<file path="src/hw/pulse_gen_pkg.sv">
// Purpose: Shared constants and types for the pulse modulation generator
// Assumes: 40 MHz generator clock, plain register port
// Notes: Timing registers hold counts of clock cycles
`default_nettype none
package pulse_gen_pkg;
    localparam int CNT_W = 24;
    localparam int ADDR_W = 8;
    localparam int DATA_W = 32;
    localparam int TRAIN_DEPTH = 16;
    localparam int TRAIN_AW = 4;
    localparam int REP_W = 8;
    localparam int TRIG_LAT = 2;
    localparam int CLK_PERIOD_NS = 25;
    localparam int SYNC_TIME_NS = 50;
    localparam int SYNC_CYC = (SYNC_TIME_NS + CLK_PERIOD_NS - 1) / CLK_PERIOD_NS;
    localparam logic [ADDR_W-1:0] REG_CTRL = 8'h00;
    localparam logic [ADDR_W-1:0] REG_PERIOD = 8'h04;
    localparam logic [ADDR_W-1:0] REG_WIDTH = 8'h08;
    localparam logic [ADDR_W-1:0] REG_DELAY = 8'h0c;
    localparam logic [ADDR_W-1:0] REG_DWIDTH = 8'h10;
    localparam logic [ADDR_W-1:0] REG_DDELAY = 8'h14;
    localparam logic [ADDR_W-1:0] REG_CMD = 8'h18;
    localparam logic [ADDR_W-1:0] REG_STATUS = 8'h1c;
    localparam logic [ADDR_W-1:0] REG_TR_SEL = 8'h20;
    localparam logic [ADDR_W-1:0] REG_TR_ON = 8'h24;
    localparam logic [ADDR_W-1:0] REG_TR_OFF = 8'h28;
    localparam logic [ADDR_W-1:0] REG_TR_REP = 8'h2c;
    localparam logic [ADDR_W-1:0] REG_TR_LEN = 8'h30;
    // CTRL field positions
    localparam int F_MODE = 0;
    localparam int F_TRIG = 2;
    localparam int F_OUTEN = 5;
    localparam int F_OPOL = 6;
    localparam int F_TPOL = 7;
    localparam int F_RUN = 8;
    localparam int F_SYNCM = 9;
    localparam logic [DATA_W-1:0] CTRL_RESET = 32'h0000_0000;
    localparam logic [DATA_W-1:0] CMD_TRIG_BIT = 32'h0000_0001;

    typedef enum logic [1:0] {
        PM_SINGLE = 2'h0,
        PM_DOUBLE = 2'h1,
        PM_TRAIN = 2'h2
    } pmode_t;

    typedef enum logic [2:0] {
        TM_AUTO = 3'h0,
        TM_INT_SINGLE = 3'h1,
        TM_EXT_SINGLE = 3'h2,
        TM_EXT_RETRIG = 3'h3,
        TM_EXT_GATED = 3'h4
    } tmode_t;

    typedef enum logic [4:0] {
        ST_IDLE = 5'b00001,
        ST_LAT = 5'b00010,
        ST_DELAY = 5'b00100,
        ST_ON = 5'b01000,
        ST_OFF = 5'b10000
    } gstate_t;

    typedef struct packed {
        logic [CNT_W-1:0] period;
        logic [CNT_W-1:0] width;
        logic [CNT_W-1:0] delay;
        logic [CNT_W-1:0] dwidth;
        logic [CNT_W-1:0] ddelay;
    } timing_t;

    typedef struct packed {
        logic [ADDR_W-1:0] addr;
        logic [DATA_W-1:0] wdata;
        logic wr;
        logic rd;
    } bus_req_t;
endpackage
`default_nettype wire

</file>
<file path="src/hw/pulse_mod_function.sv">
// Purpose: Internal pulse generator with single, double and train modes
// Assumes: One 40 MHz clock; ext trigger is asynchronous to it
// Notes: Timing values are cycle counts; software keeps width below period
//
// The plain strobed port and the register addresses are this design's own decisions.
`default_nettype none
module pulse_mod_function
    import pulse_gen_pkg::*;
#(
    parameter int DEPTH = TRAIN_DEPTH
)
(
    input wire logic clk_i,
    input wire logic rst_n_i,
    input wire logic [ADDR_W-1:0] addr_i,
    input wire logic [DATA_W-1:0] wdata_i,
    input wire logic wr_i,
    input wire logic rd_i,
    input wire logic ext_trig_i,
    output logic [DATA_W-1:0] rdata_o,
    output logic pulse_o,
    output logic pulse_oe_o,
    output logic sync_o
);
    typedef struct packed {
        logic [DATA_W-1:0] ctrl;
        timing_t cfg;
        timing_t act;
        logic [TRAIN_AW-1:0] tr_sel;
        logic [TRAIN_AW:0] tr_len;
        gstate_t st;
        logic [CNT_W-1:0] per_cnt;
        logic [CNT_W-1:0] ph_cnt;
        logic [CNT_W-1:0] lat_cnt;
        logic second;
        logic [TRAIN_AW-1:0] tr_idx;
        logic [REP_W-1:0] tr_rep;
        logic [1:0] sync_cnt;
        logic sync_lvl;
        logic [1:0] trig_sync;
        logic trig_prev;
        logic sw_trig;
        logic pulse;
        logic pulse_oe;
        logic [DATA_W-1:0] rdata;
    } state_t;

    state_t r;
    state_t n;
    logic [CNT_W-1:0] tr_on [DEPTH];
    logic [CNT_W-1:0] tr_off [DEPTH];
    logic [REP_W-1:0] tr_rp [DEPTH];
    bus_req_t req;

    pmode_t pm;
    tmode_t tm;
    logic trig_lvl;
    logic ext_evt;
    logic gate_on;
    logic start;
    logic busy;
    logic free_run;

    assign req = '{addr: addr_i, wdata: wdata_i, wr: wr_i, rd: rd_i};
    assign pm = pmode_t'(r.ctrl[F_MODE +: 2]);
    assign tm = tmode_t'(r.ctrl[F_TRIG +: 3]);
    // Inverted polarity makes the falling edge and low level active
    assign trig_lvl = r.trig_sync[1] ^ r.ctrl[F_TPOL];
    assign ext_evt = trig_lvl & ~r.trig_prev;
    assign gate_on = trig_lvl;
    assign busy = (r.st != ST_IDLE);
    assign free_run = r.ctrl[F_RUN] && (tm == TM_AUTO || (tm == TM_EXT_GATED && gate_on));

    always_comb
    begin
        start = 1'b0;
        if (r.ctrl[F_RUN])
        begin
            case (tm)
                TM_AUTO: start = !busy;
                TM_INT_SINGLE: start = r.sw_trig && !busy;
                TM_EXT_SINGLE: start = ext_evt && !busy;
                // Double mode lets the running pair finish first
                TM_EXT_RETRIG: start = ext_evt && !(busy && pm == PM_DOUBLE);
                TM_EXT_GATED: start = gate_on && !busy;
                default: start = 1'b0;
            endcase
        end
    end

    always_comb
    begin
        n = r;
        n.trig_sync = {r.trig_sync[0], ext_trig_i};
        n.trig_prev = trig_lvl;
        n.sw_trig = 1'b0;
        n.rdata = '0;
        if (req.wr)
        begin
            case (req.addr)
                REG_CTRL: n.ctrl = req.wdata;
                REG_PERIOD: n.cfg.period = req.wdata[CNT_W-1:0];
                REG_WIDTH: n.cfg.width = req.wdata[CNT_W-1:0];
                REG_DELAY: n.cfg.delay = req.wdata[CNT_W-1:0];
                REG_DWIDTH: n.cfg.dwidth = req.wdata[CNT_W-1:0];
                REG_DDELAY: n.cfg.ddelay = req.wdata[CNT_W-1:0];
                // Ignored outside internal single so a stray write cannot fire later
                REG_CMD: n.sw_trig = |(req.wdata & CMD_TRIG_BIT) && tm == TM_INT_SINGLE;
                REG_TR_SEL: n.tr_sel = req.wdata[TRAIN_AW-1:0];
                REG_TR_LEN: n.tr_len = req.wdata[TRAIN_AW:0];
                default: ;
            endcase
        end
        if (req.rd)
        begin
            case (req.addr)
                REG_CTRL: n.rdata = r.ctrl;
                REG_PERIOD: n.rdata = DATA_W'(r.cfg.period);
                REG_WIDTH: n.rdata = DATA_W'(r.cfg.width);
                REG_DELAY: n.rdata = DATA_W'(r.cfg.delay);
                REG_DWIDTH: n.rdata = DATA_W'(r.cfg.dwidth);
                REG_DDELAY: n.rdata = DATA_W'(r.cfg.ddelay);
                REG_STATUS: n.rdata = DATA_W'({r.tr_idx, r.second, r.pulse, r.st});
                REG_TR_SEL: n.rdata = DATA_W'(r.tr_sel);
                REG_TR_ON: n.rdata = DATA_W'(tr_on[r.tr_sel]);
                REG_TR_OFF: n.rdata = DATA_W'(tr_off[r.tr_sel]);
                REG_TR_REP: n.rdata = DATA_W'(tr_rp[r.tr_sel]);
                REG_TR_LEN: n.rdata = DATA_W'(r.tr_len);
                default: n.rdata = '0;
            endcase
        end

        if (r.sync_cnt != 2'h0)
        begin
            n.sync_cnt = r.sync_cnt - 2'h1;
        end
        if (r.per_cnt != '0)
        begin
            n.per_cnt = r.per_cnt - CNT_W'(1);
        end
        if (r.ph_cnt != '0)
        begin
            n.ph_cnt = r.ph_cnt - CNT_W'(1);
        end

        // Second pulse timer runs from first pulse start, through on and off alike
        if (pm == PM_DOUBLE && !r.second && r.lat_cnt != '0 && (r.st == ST_ON || r.st == ST_OFF))
        begin
            n.lat_cnt = r.lat_cnt - CNT_W'(1);
        end

        case (r.st)
            ST_IDLE: n.pulse = 1'b0;
            ST_LAT:
            begin
                n.lat_cnt = r.lat_cnt - CNT_W'(1);
                if (r.lat_cnt == CNT_W'(1))
                begin
                    n.sync_lvl = 1'b1;
                    n.sync_cnt = 2'(SYNC_CYC);
                    if (pm == PM_DOUBLE || pm == PM_TRAIN || r.act.delay == '0)
                    begin
                        n.st = ST_ON;
                        n.pulse = 1'b1;
                        n.per_cnt = r.act.period;
                        n.ph_cnt = (pm == PM_TRAIN) ? tr_on[r.tr_idx] : r.act.width;
                        n.lat_cnt = r.act.ddelay;
                    end
                    else
                    begin
                        n.st = ST_DELAY;
                        n.ph_cnt = r.act.delay;
                    end
                end
            end
            ST_DELAY:
            begin
                if (r.ph_cnt == CNT_W'(1))
                begin
                    n.st = ST_ON;
                    n.pulse = 1'b1;
                    n.per_cnt = r.act.period;
                    n.ph_cnt = r.act.width;
                end
            end
            ST_ON:
            begin
                if (r.ph_cnt <= CNT_W'(1))
                begin
                    n.st = ST_OFF;
                    n.pulse = 1'b0;
                    n.ph_cnt = (pm == PM_TRAIN) ? tr_off[r.tr_idx] : '0;
                end
            end
            ST_OFF:
            begin
                if (pm == PM_DOUBLE && !r.second && r.lat_cnt <= CNT_W'(1))
                begin
                    n.st = ST_ON;
                    n.second = 1'b1;
                    n.pulse = 1'b1;
                    n.ph_cnt = r.act.dwidth;
                end
                else if (pm == PM_TRAIN && r.ph_cnt <= CNT_W'(1))
                begin
                    // Skip zero count entries when moving on
                    if (r.tr_rep > REP_W'(1))
                    begin
                        n.tr_rep = r.tr_rep - REP_W'(1);
                        n.st = ST_ON;
                        n.pulse = 1'b1;
                        n.ph_cnt = tr_on[r.tr_idx];
                    end
                    else
                    begin
                        n.st = ST_IDLE;
                        n.tr_idx = r.tr_idx + TRAIN_AW'(1);
                        n.tr_rep = '0;
                    end
                end
                else if (pm != PM_TRAIN && r.per_cnt <= CNT_W'(1))
                begin
                    // Free-running periods restart here, so starts sit exactly one period apart
                    n.st = free_run ? ST_ON : ST_IDLE;
                    n.second = 1'b0;
                    n.pulse = free_run;
                    n.act = free_run ? r.cfg : r.act;
                    n.per_cnt = r.cfg.period;
                    n.ph_cnt = r.cfg.width;
                    n.lat_cnt = r.cfg.ddelay;
                    n.sync_lvl = free_run;
                    n.sync_cnt = 2'(SYNC_CYC);
                end
            end
            default: n.st = ST_IDLE;
        endcase

        // Train entries with zero count are stepped over one per cycle
        if (pm == PM_TRAIN && r.st == ST_IDLE && r.tr_rep == '0)
        begin
            n.tr_idx = (r.tr_idx + TRAIN_AW'(1) >= r.tr_len[TRAIN_AW-1:0] && r.tr_len != '0)
                ? '0 : r.tr_idx + TRAIN_AW'(1);
            n.tr_rep = tr_rp[n.tr_idx];
        end
        else if (pm == PM_TRAIN && r.st == ST_IDLE
                 && {1'b0, r.tr_idx} >= r.tr_len)
        begin
            n.tr_idx = '0;
            n.tr_rep = tr_rp[0];
        end

        if (start && !(pm == PM_TRAIN && r.tr_rep == '0))
        begin
            n.st = ST_LAT;
            n.act = r.cfg;
            n.lat_cnt = CNT_W'(TRIG_LAT);
            n.second = 1'b0;
            n.pulse = 1'b0;
        end

        if (r.sync_cnt == 2'h1)
        begin
            n.sync_lvl = 1'b0;
        end
        // Seq-marking off: sync follows the ST_LAT state, high only during trigger latency
        n.pulse_oe = r.ctrl[F_OUTEN];
    end

    always_ff @(posedge clk_i)
    begin
        if (req.wr && req.addr == REG_TR_ON)
        begin
            tr_on[r.tr_sel] <= req.wdata[CNT_W-1:0];
        end
        if (req.wr && req.addr == REG_TR_OFF)
        begin
            tr_off[r.tr_sel] <= req.wdata[CNT_W-1:0];
        end
        if (req.wr && req.addr == REG_TR_REP)
        begin
            tr_rp[r.tr_sel] <= req.wdata[REP_W-1:0];
        end
    end

    always_ff @(posedge clk_i or negedge rst_n_i)
    begin
        if (!rst_n_i)
        begin
            r <= '0;
            r.st <= ST_IDLE;
            r.ctrl <= CTRL_RESET;
            r.tr_len <= (TRAIN_AW+1)'(1);
        end
        else
        begin
            r <= n;
        end
    end

    // Output stage: gated and polarity-adjusted straight from flops
    always_ff @(posedge clk_i or negedge rst_n_i)
    begin
        if (!rst_n_i)
        begin
            pulse_o <= 1'b0;
            pulse_oe_o <= 1'b0;
            sync_o <= 1'b0;
            rdata_o <= '0;
        end
        else
        begin
            pulse_o <= n.ctrl[F_OUTEN] & (n.pulse ^ n.ctrl[F_OPOL]);
            pulse_oe_o <= n.pulse_oe;
            sync_o <= n.ctrl[F_SYNCM] ? n.sync_lvl : (n.st == ST_LAT);
            rdata_o <= n.rdata;
        end
    end

    property p_pulse_gated;
        @(posedge clk_i) disable iff (!rst_n_i)
        !r.ctrl[F_OUTEN] |-> !pulse_o;
    endproperty
    a_pulse_gated: assert property (p_pulse_gated) else $error("pulse while disabled");

    property p_polarity;
        @(posedge clk_i) disable iff (!rst_n_i)
        r.ctrl[F_OUTEN] && n.ctrl[F_OUTEN] |=> pulse_o == (r.pulse ^ r.ctrl[F_OPOL]);
    endproperty
    a_polarity: assert property (p_polarity) else $error("polarity wrong");

    property p_sync_before_pulse;
        @(posedge clk_i) disable iff (!rst_n_i)
        $rose(r.pulse) && !r.second && r.tr_rep == $past(r.tr_rep) |-> r.sync_lvl || $past(r.st) == ST_DELAY
            || $past(r.st) == ST_LAT;
    endproperty
    a_sync_before_pulse: assert property (p_sync_before_pulse) else $error("no sync");

    property p_latency;
        @(posedge clk_i) disable iff (!rst_n_i)
        r.st == ST_IDLE ##1 r.st == ST_LAT |-> ##2 r.st != ST_IDLE;
    endproperty
    a_latency: assert property (p_latency) else $error("latency broken");

    property p_no_int_single_in_auto;
        @(posedge clk_i) disable iff (!rst_n_i)
        tm != TM_INT_SINGLE |=> !r.sw_trig;
    endproperty
    a_no_int_single_in_auto: assert property (p_no_int_single_in_auto) else $error("sw trig");

    property p_double_ignore;
        @(posedge clk_i) disable iff (!rst_n_i)
        pm == PM_DOUBLE && busy && r.st != ST_LAT |=> r.st != ST_LAT;
    endproperty
    a_double_ignore: assert property (p_double_ignore) else $error("double retriggered");

    property p_second_width;
        @(posedge clk_i) disable iff (!rst_n_i)
        $rose(r.second) |-> r.ph_cnt == r.act.dwidth;
    endproperty
    a_second_width: assert property (p_second_width) else $error("second width");

    property p_act_stable;
        @(posedge clk_i) disable iff (!rst_n_i)
        r.st == ST_ON ##1 r.st != ST_LAT |-> $stable(r.act);
    endproperty
    a_act_stable: assert property (p_act_stable) else $error("timing changed mid pulse");

    c_double: cover property (@(posedge clk_i) disable iff (!rst_n_i) $rose(r.second));
    c_train: cover property (@(posedge clk_i) disable iff (!rst_n_i)
        pm == PM_TRAIN && $rose(r.pulse));
    c_gated: cover property (@(posedge clk_i) disable iff (!rst_n_i)
        tm == TM_EXT_GATED && $rose(r.pulse));
endmodule
`default_nettype wire

</file>
<file path="config.mk">
export PLATFORM = sky130hd
export DESIGN_NAME = pulse_mod_function
export DESIGN_NICKNAME = d
export VERILOG_FILES = /design/src/hw/pulse_gen_pkg.sv /design/src/hw/pulse_mod_function.sv
export SDC_FILE = /design/constraint.sdc
export NUM_CORES = 2
export LEC_CHECK = 0
export BUFFER_PORTS_ARGS = -buffer_cell sky130_fd_sc_hd__buf_4
export CORE_ASPECT_RATIO = 1.25
export CORE_MARGIN = 5
export CORE_UTILIZATION = 40
export CTS_BUF_LIST = sky130_fd_sc_hd__clkbuf_8
export DETAILED_ROUTE_END_ITERATION = 6
export GPL_ROUTABILITY_DRIVEN = 0
export PLACE_DENSITY = 0.59
export SKIP_CTS_REPAIR_TIMING = 1
export SYNTH_ARGS = -nofsm -noshare
export SYNTH_HDL_FRONTEND = slang
export SYNTH_SLANG_ARGS = --single-unit
</file>
<file path="constraint.sdc">
create_clock -name clk_i -period 5.2 [get_ports clk_i]
set_input_delay 1.56 -clock clk_i [delete_from_list [all_inputs] [get_ports clk_i]]
set_output_delay 1.56 -clock clk_i [all_outputs]
set_load 0.01 [all_outputs]
</file>
=== Yosys cells after proc, flatten, opt, wreduce, memory -nomap -nowiden ===
Memory sizes are Yosys's and may differ from the RTL's.
Index checks and enable logic that the tools add are counted.
W data, S select, Z words.

* Flip-flop bits (word level): 414
* Bits of input ports: 45
* Memories kept: 3
* Bits in writable memories: 896
* Output and inout port bits: 35
* Logic and storage cells: 225

* Muxes and demuxes: 82
* Order comparisons: 6
* Equality and inequality tests: 34
* Add/subtract/negate cells: 6
* Bitwise logic cells: 5
* Reduce and logical (&&, ||, !) cells: 58

{| class="wikitable"
|+ Memories
! memory !! words !! bits a word !! read ports !! clocked after Yosys merged registers in !! write ports !! RTL line !! RTL
|-
| tr_off || 16 || 24 || 2 || 0 || 1 || pulse_mod_function.sv:51 || <nowiki>logic [CNT_W-1:0] tr_off [DEPTH];</nowiki>
|-
| tr_on || 16 || 24 || 2 || 0 || 1 || pulse_mod_function.sv:50 || <nowiki>logic [CNT_W-1:0] tr_on [DEPTH];</nowiki>
|-
| tr_rp || 16 || 8 || 3 || 0 || 1 || pulse_mod_function.sv:52 || <nowiki>logic [REP_W-1:0] tr_rp [DEPTH];</nowiki>
|}

{| class="wikitable"
|+ Operators with widths
! cell !! count
|-
| $mux W120 || 6
|-
| $mux W24 || 20
|-
| $pmux W32 S12 || 1
|-
| $mux W130 || 1
|-
| $pmux W24 S4 || 1
|-
| $mux W78 || 1
|-
| $mux W77 || 1
|-
| $le A24 B1 Y1 const B || 3
|-
| $pmux W24 S3 || 1
|-
| $reduce_bool A24 Y1 || 3
|-
| $sub A24 B1 Y24 const B || 3
|-
| $mux W53 || 1
|-
| $mux W25 || 2
|-
| $eq A24 B1 Y1 const B || 2
|-
| $pmux W24 S2 || 1
|-
| $eq A8 B6 Y1 const B || 5
|-
| $mux W12 || 3
|-
| $eq A8 B5 Y1 const B || 4
|-
| $mux W32 || 1
|-
| $pmux W5 S5 || 1
|-
| $logic_not A24 Y1 || 1
|-
| $logic_and A1 B1 Y1 || 23
|-
| $mux W1 || 21
|-
| $mux W4 || 5
|-
| other kinds (46) || 80
|}

=== Logic depth before layout (Yosys ltp) ===
* Word-level depth: 12
* Gate-level depth with buffers: 18
* Depth with buffers taken out: 12

=== Least setup slack after synthesis ===
Ideal clock, no wire load.

* Kind: input -> register
* Start point: input port addr_i[3]
* End point: memory tr_on[15][0] (enable)
* Cell stages on the path: 6
* Required time: 4.795 ns
* Setup slack: 1.083 ns
* Buffers on the path: 1
* Data arrival time: 3.712 ns
* Cells stage by stage: nor3_1 > nand2_1 > nor2_1 > nand2_1 > clkbuf_1 > nor2_1

* Cells in the longest elaborated chain, start to end: 4

{| class="wikitable"
|+ Ends and longest elaborated chain
! element !! RTL line !! RTL
|-
| start, declared || pulse_mod_function.sv:15 || <nowiki>input wire logic [ADDR_W-1:0] addr_i,</nowiki>
|-
| $eq A8 B6 Y1 || pulse_mod_function.sv:271 || <nowiki>if (req.wr && req.addr == REG_TR_ON)</nowiki>
|-
| $logic_and A1 B1 Y1 || pulse_mod_function.sv:271 ||
|-
| $mux W1 || pulse_mod_function.sv:271 ||
|-
| $mux W1 (not written as such) || pulse_mod_function.sv:273 || <nowiki>tr_on[r.tr_sel] <= req.wdata[CNT_W-1:0];</nowiki>
|-
| end, declared || pulse_mod_function.sv:50 ||
|}

No other way between the ends.

==> results.json <==
{
  "path_cells": "buf_12 -> mux4_2 -> a22o_1 -> a221oi_1 -> nand3_1 -> a31oi_1 -> o211ai_1 -> o21a_1 -> o22a_1",
  "pwr_density_cell_mw_per_mm2": 382,
  "finalWorstSetupSlack_ns": 1.24,
  "die_h_um": 451,
  "p_int_mw": 18.5,
  "synth.area.top_cells": "edfxtp_1 (43%), mux4_2 (17%), dfrtp_1 (17%), mux2_2 (5.1%), mux2i_1 (1.7%)",
  "cts_max_level": 4,
  "cts_num_sinks": 1310,
  "reg2reg_from": "r[49]$_DFFE_PN0P_",
  "max_stage_delay_ns": 0.76,
  "p_total_mw": 26.7,
  "synthFlopType": "edfxtp_1",
  "cp.buffers_inverters": 1,
  "r2r_end": "r[91]$_DFF_PN0_",
  "grt_pass1_vias": 40300,
  "cp.arrival_ns": 4.79,
  "drc": 0,
  "tightestPinTransition_ns": 1.10,
  "holdCritPathClass": "register to register",
  "critPathSlowestCell": "dfrtp_4",
  "maxCapViolCount": 0,
  "nets": 4154,
  "postRouteAntennaNets": 0,
  "synth.cell_area_mm2": 0.0623,
  "drtPass1Iterations": 6,
  "die_w_um": 363,
  "clockBufferDepth": 3,
  "fin_crit_ns": 3.96,
  "ioPinCount": 80,
  "drv_slew": 0,
  "synthArstFlopShare": 0.316,
  "grt_first_pass_wirelength_um": 286000,
  "grtUsageTotal": 0.238,
  "viasPerCell": 6.29,
  "avgSynthCellArea_um2": 15.9,
  "drt-initial-drc-count": 4314,
  "tritoncts": "yes",
  "cp_max_fo": 85,
  "multiInputGateArea_mm2": 0.0240,
  "tritoncts.num_buffers": 203,
  "worstSetupPathType": "register to register",
  "switchingPower_mw": 8.16,
  "startpoint_type": "register",
  "p_comb_frac": 0.232,
  "avgRoutedWirePerCell_um": 31.1,
  "drive_above_1_share": 0.312,
  "outcome": "complete, no violations",
  "rrSetupSlack_ns": 1.24,
  "antenna_found_initial": 5,
  "num_rows": 162,
  "setup_viol_count_final": 0,
  "io_buffers": 79,
  "grt_max_degree": 110,
  "synth-seq-cells": 1310,
  "layout_common_cells": "edfxtp_1 (896), mux4_2 (461), dfrtp_1 (405)",
  "area_growth_pct": 12.2,
  "place_ws_ns": 1.17,
  "cp-end-kind": "register",
  "hpwl_um": 125000,
  "dpl.cell_count": 5933,
  "hold_violations": 0,
  "vias": 39700,
  "regArea_mm2": 0.0373,
  "switching_share": 0.306,
  "nFillCells": 13500,
  "dieArea_mm2": 0.164,
  "power_frac_clock": 0.320,
  "reg2regPathDepth": 9,
  "ys_seq_area_frac": 0.598,
  "power.leakage_nw": 24.8,
  "ys.warnings.count": 0,
  "synth_top_area_cell": "edfxtp_1",
  "slew_headroom": 0.264,
  "fin_skew_ns": 0.0452,
  "layout_commonest_cell": "edfxtp_1",
  "crit_end": "r[91]$_DFF_PN0_",
  "critical_path_depth": 9,
  "max-vdd-ir-drop_mv": 0.345,
  "fin_setup_tns_ns": 0,
  "cts.reportedPaths.clkPinSlew_ns": 0.07,
  "initial_utilization": 0.401,
  "cts_root_buf": "clkbuf_8",
  "crit_required_ns": 6.03,
  "crit_family": "compound AO/OA/AOI/OAI gates",
  "pwr-share-seq": 0.448,
  "fmax_mhz": 253,
  "dpl_cell_area_mm2": 0.0660,
  "yosysTopAreaCellShare": 0.432,
  "rsz0062_at_grt": "no",
  "synth_edf_count": 896,
  "fin_crit_sh": 0.761,
  "fin_cells": 6310,
  "core_area_mm2": 0.155,
  "totalWireLength_um": 196000,
  "worst_skew_pair.late_latency_ns": 0.95,
  "gr-total-overflow": 0,
  "synth_cell_types": 85,
  "final_cell_area_mm2": 0.0699,
  "syn_inst": 3925,
  "syn_nets": 3991,
  "cp-startpoint": "r[49]$_DFFE_PN0P_"
}
registers in the layout (all words and copies together), names as in the netlist, 2 cells and up:
name / cells
tr_rp: 128
pm: 2
tr_off: 384
tr_on: 384
rdata_o: 32
n: 2
r: 375
routing by layer:
metal,GRT usage,part of all wire,vias to the layer above,wire [µm]
li1,-,-,16400,-
met2,0.394,0.49,1839,96500
met1,0.316,0.40,21000,77900
met4,0.0917,0.039,0,7610
met5,0,0,-,0
met3,0.0388,0.073,424,14300
synth_stat cells, drive strengths merged, types with 12 or more instances:
library cell	instances
or3	15
nor2b	14
o21a	16
mux4	461
a222oi	14
inv	32
and3	22
nand3	53
a221oi	62
a22o	23
o221ai	38
nand2	162
a211oi	23
a221o	32
dfrtp	412
nor4	31
nor2	274
xnor2	52
mux2i	107
edfxtp	896
and2	12
o21ai	86
a21oi	130
nor3	36
mux2	283
buf	101
or4	13
a22oi	69
o22ai	31
clkbuf	168
o211ai	30
a31oi	34
ha	21
xor2	40
how the worst min path moves through the flow:
| stage | from | endpoint | slack, ns | depth (start not counted) |
|---|---|---|---|---|
| finish | n[32]$_DFF_PN0_ | pulse_oe_o$_DFF_PN0_ | 0.42 | 0 |
| global route | n[32]$_DFF_PN0_ | pulse_oe_o$_DFF_PN0_ | 0.43 | 0 |
| CTS | n[32]$_DFF_PN0_ | pulse_oe_o$_DFF_PN0_ | 0.42 | 0 |
| detailed placement | n[32]$_DFF_PN0_ | pulse_oe_o$_DFF_PN0_ | 0.40 | 0 |
| global placement | n[32]$_DFF_PN0_ | pulse_oe_o$_DFF_PN0_ | 0.42 | 0 |
| floorplan | n[37]$_DFF_PN0_ | r[37]$_DFF_PN0_ | 0.33 | 0 |
metrics by stage:
stage                     hold slack, ns  utilization
after floorplan                    0.331            -
after global placement             0.418        0.424
after detailed placement           0.398        0.424
after CTS                          0.416        0.450
after global routing               0.434        0.450
final                              0.420        0.450
final cells by class:
type,count,share of cell area
well taps,2050,0.0367
repair buffers,227,0.0279
multi-input cells,2312,0.344
inverters,34,0.00183
diodes,6,0.000215
flip-flops and latches,1310,0.533
clock buffers,222,0.0437
clock inverters,149,0.0128
power groups by stage:
stage / combinational [mW] / clock [mW] / sequential, mW
after floorplan: 4.48 / 0 / 11.9
after global placement: 6.14 / 0 / 12.1
after detailed placement: 6.15 / 0 / 12.2
after CTS: 6.18 / 8.73 / 11.9
after global routing: 6.62 / 9.19 / 12.0
final: 6.18 / 8.54 / 12.0
logic make-up after synthesis:
family,Yosys count,synth area share
XOR/XNOR,92,0.0129
flip-flops,1310,0.598
AND/OR/NAND/NOR,673,0.0506
multiplexers,851,0.235
adder cells (fa/ha/maj),21,0.00422
buffers and inverters,303,0.0217
AO/OA/AOI/OAI,675,0.0777
No activity file was read; power rests on OpenSTA's default activity.
